**src/verilog/smbus_defs.svh**
```systemverilog
// constants for the two-wire control and status register
`ifndef SMBUS_DEFS_SVH
`define SMBUS_DEFS_SVH
// special function address of the control and status register
`define BCS_ADDR 8'hC0
// register reset value
`define BCS_RESET 8'h00
// bit positions inside the register
`define BCS_MASTER 3'h7
`define BCS_TX 3'h6
`define BCS_BEGIN 3'h5
`define BCS_END 3'h4
`define BCS_REPLY_REQ 3'h3
`define BCS_ARB 3'h2
`define BCS_ACK 3'h1
`define BCS_SI 3'h0
// bit address base for single-bit writes (upper five bits)
`define BCS_BIT_BASE 5'h18
`endif

```
**src/verilog/smbus_pkg.sv**
```systemverilog
// shared types for the two-wire control and status block
package smbus_pkg;
  // register image, bit 7 first
  typedef struct packed {
    logic master;
    logic transmit_indicator;
    logic begin_condition_flag;
    logic end_condition_flag;
    logic reply_request;
    logic arbitration_lost_flag;
    logic ack;
    logic si;
  } bcs_s;
  // one-cycle events and levels from the byte engine
  typedef struct packed {
    logic start_gen;
    logic stop_gen;
    logic frame_start;
    logic data_wr;
    logic byte_sent;
    logic byte_rcvd;
    logic addr_rcvd;
    logic ack_done;
    logic ack_in;
    logic addressed;
    logic cond_gen;
    logic tx_one;
  } bus_evt_s;
  // bus condition the engine is asked to make
  typedef enum logic [1:0] {
    req_none,
    req_start,
    req_stop,
    req_stop_start
  } cond_req_e;
endpackage

```
**src/verilog/smbus_control_status.sv**
```systemverilog
// control and status register of the two-wire serial interface
`timescale 1ns/1ns
`include "smbus_defs.svh"

module smbus_control_status (
  input  wire logic                clk_sys,
  input  wire logic                rst_n,
  input  wire logic [7:0]          sfr_addr,
  input  wire logic                sfr_wr,
  input  wire logic [7:0]          sfr_wdata,
  input  wire logic                sfr_bit_wr,
  input  wire logic [7:0]          sfr_bit_addr,
  input  wire logic                sfr_bit_val,
  input  wire logic                sfr_rd,
  output logic [7:0]               sfr_rdata,
  input  wire smbus_pkg::bus_evt_s evt,
  input  wire logic                auto_reply_enable,
  input  wire logic                scl_in,
  input  wire logic                sda_in,
  output logic                     scl_out,
  output logic                     scl_oe,
  output logic                     reply_level,
  output smbus_pkg::cond_req_e     cond_req,
  output logic                     next_event
);

  // register state
  smbus_pkg::bcs_s bcs_reg;      // live register image
  logic [7:0]      rdata_reg;    // read data, one cycle after sfr_rd
  logic            ack_wr_reg;   // software wrote ack since request
  logic            dat_wr_reg;   // shift data written before frame
  // pin synchronisers and edge history
  logic            scl_meta;     // first stage, read only by scl_sync
  logic            scl_sync;     // second stage
  logic            scl_prev;     // previous synced level
  logic            sda_meta;     // first stage, read only by sda_sync
  logic            sda_sync;     // second stage
  logic            sda_prev;     // previous synced level
  // decoded software writes
  logic [7:0]      wr_mask;      // bits touched by this write
  logic [7:0]      wr_val;       // values written
  // bus conditions seen on the pins
  logic            start_det;    // sda falls while scl high
  logic            stop_det;     // sda rises while scl high
  // hardware set terms and the software clear of SI
  logic            arb_set;
  logic            si_set;
  logic            si_sw_clr;

  // byte write or single bit write, merged into mask and value
  function automatic logic [15:0] write_decode(
    input logic       byte_wr,
    input logic [7:0] addr,
    input logic [7:0] data,
    input logic       bit_wr,
    input logic [7:0] baddr,
    input logic       bval
  );
    logic [7:0] m;
    logic [7:0] v;
    m = 8'h00;
    v = 8'h00;
    if (byte_wr && addr == `BCS_ADDR) begin
      m = 8'hFF;
      v = data;
    end else if (bit_wr && baddr[7:3] == `BCS_BIT_BASE) begin
      m[baddr[2:0]] = 1'b1;
      v[baddr[2:0]] = bval;
    end
    return {m, v};
  endfunction

  always_comb begin
    {wr_mask, wr_val} = write_decode(sfr_wr, sfr_addr, sfr_wdata,
                                     sfr_bit_wr, sfr_bit_addr, sfr_bit_val);
  end

  // two flip-flops on each pin before any logic looks at it
  always_ff @(posedge clk_sys or negedge rst_n) begin
    if (!rst_n) begin
      scl_meta <= 1'b1;
      scl_sync <= 1'b1;
      scl_prev <= 1'b1;
      sda_meta <= 1'b1;
      sda_sync <= 1'b1;
      sda_prev <= 1'b1;
    end else begin
      scl_meta <= scl_in;
      scl_sync <= scl_meta;
      scl_prev <= scl_sync;
      sda_meta <= sda_in;
      sda_sync <= sda_meta;
      sda_prev <= sda_sync;
    end
  end

  // start and stop seen on the bus; link clock is sampled, not used as clock
  assign start_det = scl_sync && scl_prev && sda_prev && !sda_sync;
  assign stop_det  = scl_sync && scl_prev && !sda_prev && sda_sync;

  // unwanted repeated start, scl low during a condition, sda mismatch, unwanted stop
  assign arb_set = (start_det && bcs_reg.master && !bcs_reg.begin_condition_flag
                    && !evt.start_gen)
                 || (evt.cond_gen && !scl_sync)
                 || (evt.tx_one && !sda_sync)
                 || (stop_det && bcs_reg.master && !evt.stop_gen);

  assign si_set = evt.start_gen || arb_set || evt.byte_sent || evt.byte_rcvd
               || evt.addr_rcvd || (stop_det && evt.addressed);

  assign si_sw_clr = wr_mask[`BCS_SI] && !wr_val[`BCS_SI] && bcs_reg.si;

  // master indicator
  always_ff @(posedge clk_sys or negedge rst_n) begin
    if (!rst_n) begin
      bcs_reg.master <= 1'b0;
    end else if (evt.start_gen) begin
      bcs_reg.master <= 1'b1;
    end else if (evt.stop_gen || arb_set) begin
      bcs_reg.master <= 1'b0;
    end
  end

  // data-written marker; a write in the frame-start cycle is used by that frame, not the next
  always_ff @(posedge clk_sys or negedge rst_n) begin
    if (!rst_n) begin
      dat_wr_reg <= 1'b0;
    end else if (evt.frame_start) begin
      dat_wr_reg <= 1'b0;
    end else if (evt.data_wr) begin
      dat_wr_reg <= 1'b1;
    end
  end

  // transmit indicator; set terms win over clear terms
  always_ff @(posedge clk_sys or negedge rst_n) begin
    if (!rst_n) begin
      bcs_reg.transmit_indicator <= 1'b0;
    end else if (evt.start_gen) begin
      bcs_reg.transmit_indicator <= 1'b1;
    end else if (evt.frame_start) begin
      bcs_reg.transmit_indicator <= dat_wr_reg || evt.data_wr;
    end else if (start_det || arb_set) begin
      bcs_reg.transmit_indicator <= 1'b0;
    end
  end

  // begin flag: hardware only sets, software writes either way
  always_ff @(posedge clk_sys or negedge rst_n) begin
    if (!rst_n) begin
      bcs_reg.begin_condition_flag <= 1'b0;
    end else if (evt.addr_rcvd) begin
      bcs_reg.begin_condition_flag <= 1'b1;
    end else if (wr_mask[`BCS_BEGIN]) begin
      bcs_reg.begin_condition_flag <= wr_val[`BCS_BEGIN];
    end
  end

  // end flag: set on slave stop or stop-caused loss, cleared once sent
  always_ff @(posedge clk_sys or negedge rst_n) begin
    if (!rst_n) begin
      bcs_reg.end_condition_flag <= 1'b0;
    end else if ((stop_det && evt.addressed) || (stop_det && arb_set)) begin
      bcs_reg.end_condition_flag <= 1'b1;
    end else if (evt.stop_gen) begin
      bcs_reg.end_condition_flag <= 1'b0;
    end else if (wr_mask[`BCS_END]) begin
      bcs_reg.end_condition_flag <= wr_val[`BCS_END];
    end
  end

  // reply request only in software acknowledge mode
  always_ff @(posedge clk_sys or negedge rst_n) begin
    if (!rst_n) begin
      bcs_reg.reply_request <= 1'b0;
    end else if (evt.byte_rcvd && !auto_reply_enable) begin
      bcs_reg.reply_request <= 1'b1;
    end else if (evt.ack_done) begin
      bcs_reg.reply_request <= 1'b0;
    end
  end

  // arbitration lost: a new loss wins over the clear that rides on SI
  always_ff @(posedge clk_sys or negedge rst_n) begin
    if (!rst_n) begin
      bcs_reg.arbitration_lost_flag <= 1'b0;
    end else if (arb_set) begin
      bcs_reg.arbitration_lost_flag <= 1'b1;
    end else if (si_sw_clr) begin
      bcs_reg.arbitration_lost_flag <= 1'b0;
    end
  end

  // acknowledge: received value when transmitting, outgoing value when written
  always_ff @(posedge clk_sys or negedge rst_n) begin
    if (!rst_n) begin
      bcs_reg.ack <= 1'b0;
    end else if (evt.ack_done && bcs_reg.transmit_indicator) begin
      bcs_reg.ack <= !evt.ack_in;
    end else if (wr_mask[`BCS_ACK]) begin
      bcs_reg.ack <= wr_val[`BCS_ACK];
    end
  end

  // remembers whether software answered the current reply request
  always_ff @(posedge clk_sys or negedge rst_n) begin
    if (!rst_n) begin
      ack_wr_reg <= 1'b0;
    end else if (evt.ack_done || evt.byte_rcvd) begin
      ack_wr_reg <= 1'b0;
    end else if (wr_mask[`BCS_ACK]) begin
      ack_wr_reg <= 1'b1;
    end
  end

  // interrupt flag: hardware set wins over a software clear
  always_ff @(posedge clk_sys or negedge rst_n) begin
    if (!rst_n) begin
      bcs_reg.si <= 1'b0;
    end else if (si_set) begin
      bcs_reg.si <= 1'b1;
    end else if (wr_mask[`BCS_SI]) begin
      bcs_reg.si <= wr_val[`BCS_SI];
    end
  end

  // read data from flops, one cycle after the read strobe
  always_ff @(posedge clk_sys or negedge rst_n) begin
    if (!rst_n) begin
      rdata_reg <= `BCS_RESET;
    end else if (sfr_rd && sfr_addr == `BCS_ADDR) begin
      rdata_reg <= bcs_reg;
    end
  end
  assign sfr_rdata = rdata_reg;

  // stall by holding the clock line low while SI is set
  assign scl_out = 1'b0;
  assign scl_oe  = bcs_reg.si;

  // software mode sends nack unless ack was written
  assign reply_level = (auto_reply_enable || ack_wr_reg) ? bcs_reg.ack : 1'b0;

  // one-cycle pulse that lets the byte engine take its next step
  assign next_event = si_sw_clr && !si_set;

  // condition request; nothing is asked while stalled
  always_comb begin
    cond_req = smbus_pkg::req_none;
    if (!bcs_reg.si) begin
      if (bcs_reg.master && bcs_reg.end_condition_flag && bcs_reg.begin_condition_flag) begin
        cond_req = smbus_pkg::req_stop_start;
      end else if (bcs_reg.master && bcs_reg.end_condition_flag) begin
        cond_req = smbus_pkg::req_stop;
      end else if (bcs_reg.begin_condition_flag) begin
        cond_req = smbus_pkg::req_start;
      end
    end
  end
endmodule

```
**config.mk**
```make
export PLATFORM = sky130hd
export DESIGN_NAME = smbus_control_status
export DESIGN_NICKNAME = d
export VERILOG_FILES = /design/src/verilog/smbus_pkg.sv /design/src/verilog/smbus_control_status.sv
export VERILOG_INCLUDE_DIRS = /design/src /design/src/verilog
export SDC_FILE = /design/constraint.sdc
export NUM_CORES = 1
export LEC_CHECK = 0
export BUFFER_PORTS_ARGS = -buffer_cell sky130_fd_sc_hd__buf_4
export CORE_ASPECT_RATIO = 1.4
export CORE_UTILIZATION = 40
export DETAILED_ROUTE_END_ITERATION = 10
export GPL_TIMING_DRIVEN = 1
export PLACE_DENSITY = 0.75
export RECOVER_POWER = 25
export SYNTH_ARGS = -nofsm -noshare
export SYNTH_HDL_FRONTEND = slang
export SYNTH_SLANG_ARGS = --single-unit
```
**constraint.sdc**
```tcl
create_clock -name clk_sys -period 1.6 [get_ports clk_sys]
set_input_delay 0.16 -clock clk_sys [delete_from_list [all_inputs] [get_ports clk_sys]]
set_output_delay 0.16 -clock clk_sys [all_outputs]
set_load 0.05 [all_outputs]
```
Word-level counts from Yosys, hierarchy flattened
Index checks and enable logic that the tools add are counted.
- flip-flop bits (word level): 24
- bits of input ports: 45
- output and inout port bits: 14
- word-level logic and storage cells: 114
- $lt $le $gt $ge: 2
- equality and inequality tests: 2
- multiplexer cells: 33
- bitwise logic cells: 1
- reduce and logical (&&, ||, !) cells: 59
- operators with widths (kind ; count):
    logical AND 1 bit ; 25
    2-to-1 mux 1 bit ; 25
    2-to-1 mux 6 bit ; 4
    nonzero test 2 bit ; 8
    logical OR 1 bit ; 14
    zero test 1 bit ; 10
    == test 8 bit (second input constant) ; 1
    AND 6 bit ; 1
    2-to-1 mux 2 bit ; 3
    nonzero test 3 bit ; 2
    == test 5 bit (second input constant) ; 1
    < comparator 3 x 4 -> 1 bit (second input constant) ; 1
    demux 1 bit (select 3 bit) ; 1
    >= comparator 3 x 1 -> 1 bit (second input constant) ; 1

Depth between registers and ports, before layout
- depth after elaboration: 16
- depth in mapped cells: 5
- mapped depth without buffers: 4

Least setup slack after synthesis
OpenSTA, ideal clock, no wires.
- path kind: flip-flop to output port
- from: reg bcs_reg (netlist bit scl_oe)
- to: out next_event
- arrival time: 2123 ps
- required time: 1440 ps
- setup slack: -683 ps
- stages on the path, launching flop included: 4
- buffers on the path: 0
- cell sequence: dfrtp_1 > inv_1 > or4_1 > a21oi_1
- word-level cells in the longest chain between the ends: 2
- ends and longest elaborated chain (item ; RTL line ; source):
    start, declared ; smbus_control_status.sv:28 ; smbus_pkg::bcs_s bcs_reg;
    logical AND 1 bit ; smbus_control_status.sv:111 ; assign si_sw_clr = wr_mask[`BCS_SI] && !wr_val[`BCS_SI] && bcs_reg.si;
    logical AND 1 bit ; smbus_control_status.sv:245 ; assign next_event = si_sw_clr && !si_set;
    end, declared ; smbus_control_status.sv:24 ; output logic next_event
No other way between the ends.

Worst setup path in the final report
- from: reg sda_sync
- to: out next_event
- word-level cells in the longest chain between the ends: 15
- elaborated cells between the ends (all ways): 20
- classes of those cells: 20 x reduce/logical
- ends and longest elaborated chain (item ; RTL line ; source):
    start, declared ; smbus_control_status.sv:37 ; logic sda_sync;
    start signal, assigned ; smbus_control_status.sv:92 ; sda_sync <= sda_meta;
    zero test 1 bit ; smbus_control_status.sv:98, smbus_control_status.sv:105 ;
    logical AND 1 bit ; smbus_control_status.sv:98 ; assign start_det = scl_sync && scl_prev && sda_prev && !sda_sync;
    logical AND 1 bit (2 in series) ; smbus_control_status.sv:102 ; assign arb_set = (start_det && bcs_reg.master && !bcs_reg.begin_condition_flag
    logical AND 1 bit ; smbus_control_status.sv:103 ; && !evt.start_gen)
    logical OR 1 bit ; smbus_control_status.sv:104 ; || (evt.cond_gen && !scl_sync)
    logical OR 1 bit ; smbus_control_status.sv:105 ; || (evt.tx_one && !sda_sync)
    logical OR 1 bit ; smbus_control_status.sv:106 ; || (stop_det && bcs_reg.master && !evt.stop_gen);
    logical OR 1 bit (3 in series) ; smbus_control_status.sv:108 ; assign si_set = evt.start_gen || arb_set || evt.byte_sent || evt.byte_rcvd
    logical OR 1 bit ; smbus_control_status.sv:109 ; || evt.addr_rcvd || (stop_det && evt.addressed);
    logical OR 1 bit * ; smbus_control_status.sv:109 ;
    zero test 1 bit * ; smbus_control_status.sv:245 ;
    logical AND 1 bit * ; smbus_control_status.sv:245 ;
Every way passes the cells marked *; elsewhere a longest branch is shown, timed or not.

==> impl_metrics.env <==
export IMPL_gp_congestion=0.8099
export IMPL_area_growth_syn_to_layout_pct=61.63
export IMPL_portBuffers=53
export IMPL_synth_seq_cells=24
export IMPL_cts_made_buffers=3
export IMPL_skew_ns=0.004945
export IMPL_finalPower_mw=1.375
export IMPL_slew_violations=0
export IMPL_antenna_cells=0
export IMPL_synth_area_leaders="dfrtp_1 40%, dfstp_2 14%, mux2_2 5.0%, nand3_1 3.1%, nor2_1 2.6%"
export IMPL_syn_num_nets=149
export IMPL_crit_arrival_ns=1.97
export IMPL_antenna_found_initial=0
export IMPL_synth_edf_count=0
export IMPL_grt_first_pass_wirelength_microns=5223
export IMPL_overflow=0
export IMPL_clockRootBuffer="clkbuf_4"
export IMPL_hold_class="input port to flip-flop"
export IMPL_vias=1171
export IMPL_p_per_area_nw_per_um2=749.8
export IMPL_wl_per_cell_microns=14.73
export IMPL_synth_cell_type_count=37
export IMPL_rsz0062_at_grt="true"
export IMPL_die_y_microns=65.02
export IMPL_cts_tree="done"
export IMPL_synth_flop_cell="dfrtp_1"
export IMPL_place_area_sq_um=1684
export IMPL_clock_latency_ns=0.32
export IMPL_core_area_sq_um=2670
export IMPL_grt_start_max_net_pins=25
export IMPL_num_fill_cells=211
export IMPL_synth_top_cell_by_area="dfrtp_1"
export IMPL_synth_area_sq_um=1135
export IMPL_worstPathRequired_ns=1.44
export IMPL_outcome="finished, violations left"
export IMPL_yosys_warnings=0
export IMPL_ys_seq_area_share_pct=53.58
export IMPL_initialDrtViolationCount=41
export IMPL_hold_viol=0
export IMPL_drtAntennaViolNets=0
export IMPL_rows=22
export IMPL_multiInputGateArea_sq_um=524.3
export IMPL_cp_max_fo=2
export IMPL_grt_pass1_vias=1273
export IMPL_tightest_slew_ns=0.5796
export IMPL_vias_per_cell=5.396
export IMPL_post_route_drc_count=0
export IMPL_cts_path_max_buffers=2
export IMPL_cp_start_kind="flip-flop"
export IMPL_ir_drop_mv=0.5379
export IMPL_dieArea_sq_um=3057
export IMPL_pin_count=59
export IMPL_p_leak_nw=0.9063
export IMPL_setup_ws_ns=-0.5269
export IMPL_clk_pin_slew_ns=0.13
export IMPL_dr_pass1_iters=4
export IMPL_drive_above_1_share_pct=52.49
export IMPL_fin_crit_sh_pct=132.9
export IMPL_synth_top_area_share_pct=39.69
export IMPL_failed_checks="setup timing"
export IMPL_stdcell_area_sq_um=1834
export IMPL_cap_violations=0
export IMPL_synth_most_common_cell="dfrtp_1"
export IMPL_largest_register_ffs=8
export IMPL_start_util_pct=42.50
export IMPL_seq_area_sq_um=609.3
export IMPL_fmax_mhz=470.2
export IMPL_grtUsageTotal_pct=23.83
export IMPL_syn_area_per_cell_sq_um=10.91
export IMPL_setup_viol=4
export IMPL_hpwl_microns=2434
export IMPL_pre_cts_slack_ns=-0.2927
export IMPL_routed_wl_microns=3196
export IMPL_critPathCaptureType="primary output"
export IMPL_fin_nets=227
export IMPL_timing_final_crit_period_ns=2.127
export IMPL_die_x_microns=47.02
export IMPL_synthTopCellsByCount="18 x dfrtp_1, 8 x nor2_1, 7 x inv_1, 7 x nand3_1"
export IMPL_syn_inst=104
export IMPL_critPathKind="flip-flop to primary output"
export IMPL_htree_levels=1
export IMPL_synthArstFlopShare_pct=100.0
export IMPL_cts_sinks=24
export IMPL_slew_headroom_pct=61.36
export IMPL_fin_util_pct=68.70
-- metal layers --
layer	GRT usage (%)	part of all wire, %	wire (microns)
met4	10.71	3.6	114
met3	3.064	4.3	137
met5	0	0	0
met2	43.06	54	1724
met1	25.85	38	1220
-- critical path: stages (launching register included) --
cell      delay [ns]
dfstp_2         0.55
and4b_1         0.20
a222oi_1        0.36
nand3_1         0.21
a21oi_4         0.16
buf_6           0.17
-- per-stage QoR --
step | hold slack [ns] | std cells | TNS [ns]
6_report | 0.0004544 | 217 | -0.6475
4_1_cts | 0.003886 | 219 | -1.298
3_5_place_dp | 0.07230 | 205 | -0.8129
3_3_place_gp | 0.06960 | 205 | -0.4780
2_1_floorplan | -0.1356 | 104 | -0.1858
5_1_grt | 0.001134 | 217 | -1.161
-- placed cells by master (no fill, tap or decap), types with 2 or more instances in the layout --
| master | count |
|---|---|
| mux2_2 | 5 |
| nor2_1 | 8 |
| buf_4 | 67 |
| nor4_1 | 2 |
| o21bai_1 | 2 |
| nor2b_1 | 4 |
| inv_1 | 7 |
| clkbuf_4 | 4 |
| dlygate4sd3_1 | 5 |
| and4b_1 | 2 |
| o22ai_1 | 2 |
| o21ai_0 | 5 |
| and4_1 | 2 |
| nand2_1 | 5 |
| nand3_1 | 7 |
| dfstp_2 | 6 |
| a211oi_1 | 2 |
| and3_1 | 3 |
| dfrtp_1 | 17 |
-- repair_timing --
| action | 4_1_cts | 5_1_grt |
|---|---|---|
| hold endpoints to repair | 28 | 0 |
| resized for setup | 8 | 0 |
| pin swaps | 3 | 2 |
| buffers inserted | 6 | 2 |
| setup endpoints to repair | 4 | 5 |
| hold buffers | 5 | 0 |
-- final cells by class --
class / instances / area share (%)
timing repair buffer: 75 / 31.45
sequential: 24 / 33.22
clock inverter: 1 / 1.637
clock buffer: 3 / 1.228
multi-input combinational: 71 / 28.58
tap: 36 / 2.456
inverter: 7 / 1.432
-- final timing paths --
kind / start / end / slack (ns) / cells past startpoint
setup reg to reg: sda_sync / bcs_reg[2] / -0.06 / 5
min in group asynchronous: rst_n / ack_wr_reg / 0.35 / 2
hold reg to reg: scl_meta / scl_sync / 0.37 / 0
hold / removal: evt[6] / ack_wr_reg / 0.0005 / 2
setup / recovery: sda_sync / next_event / -0.53 / 5
max in group asynchronous: rst_n / scl_oe / 0.84 / 2
-- power breakdown --
group | internal [mW] | switching [mW]
clock | 0.254 | 0.187
combinational | 0.135 | 0.137
sequential | 0.645 | 0.0176
total | 1.03 | 0.342
-- cells by family (layout without fill, tap and decap cells) --
group	Yosys count	count (layout)	synth area share, %
muxes	5	5	4.961
DFF	24	24	53.58
buffers and inverters	9	86	3.308
other	1	1	0.3304
AOI/OAI and AO/OA	22	22	14.33
and+or+nand+nor	43	43	23.48
No activity file was read; power rests on OpenSTA's default activity.
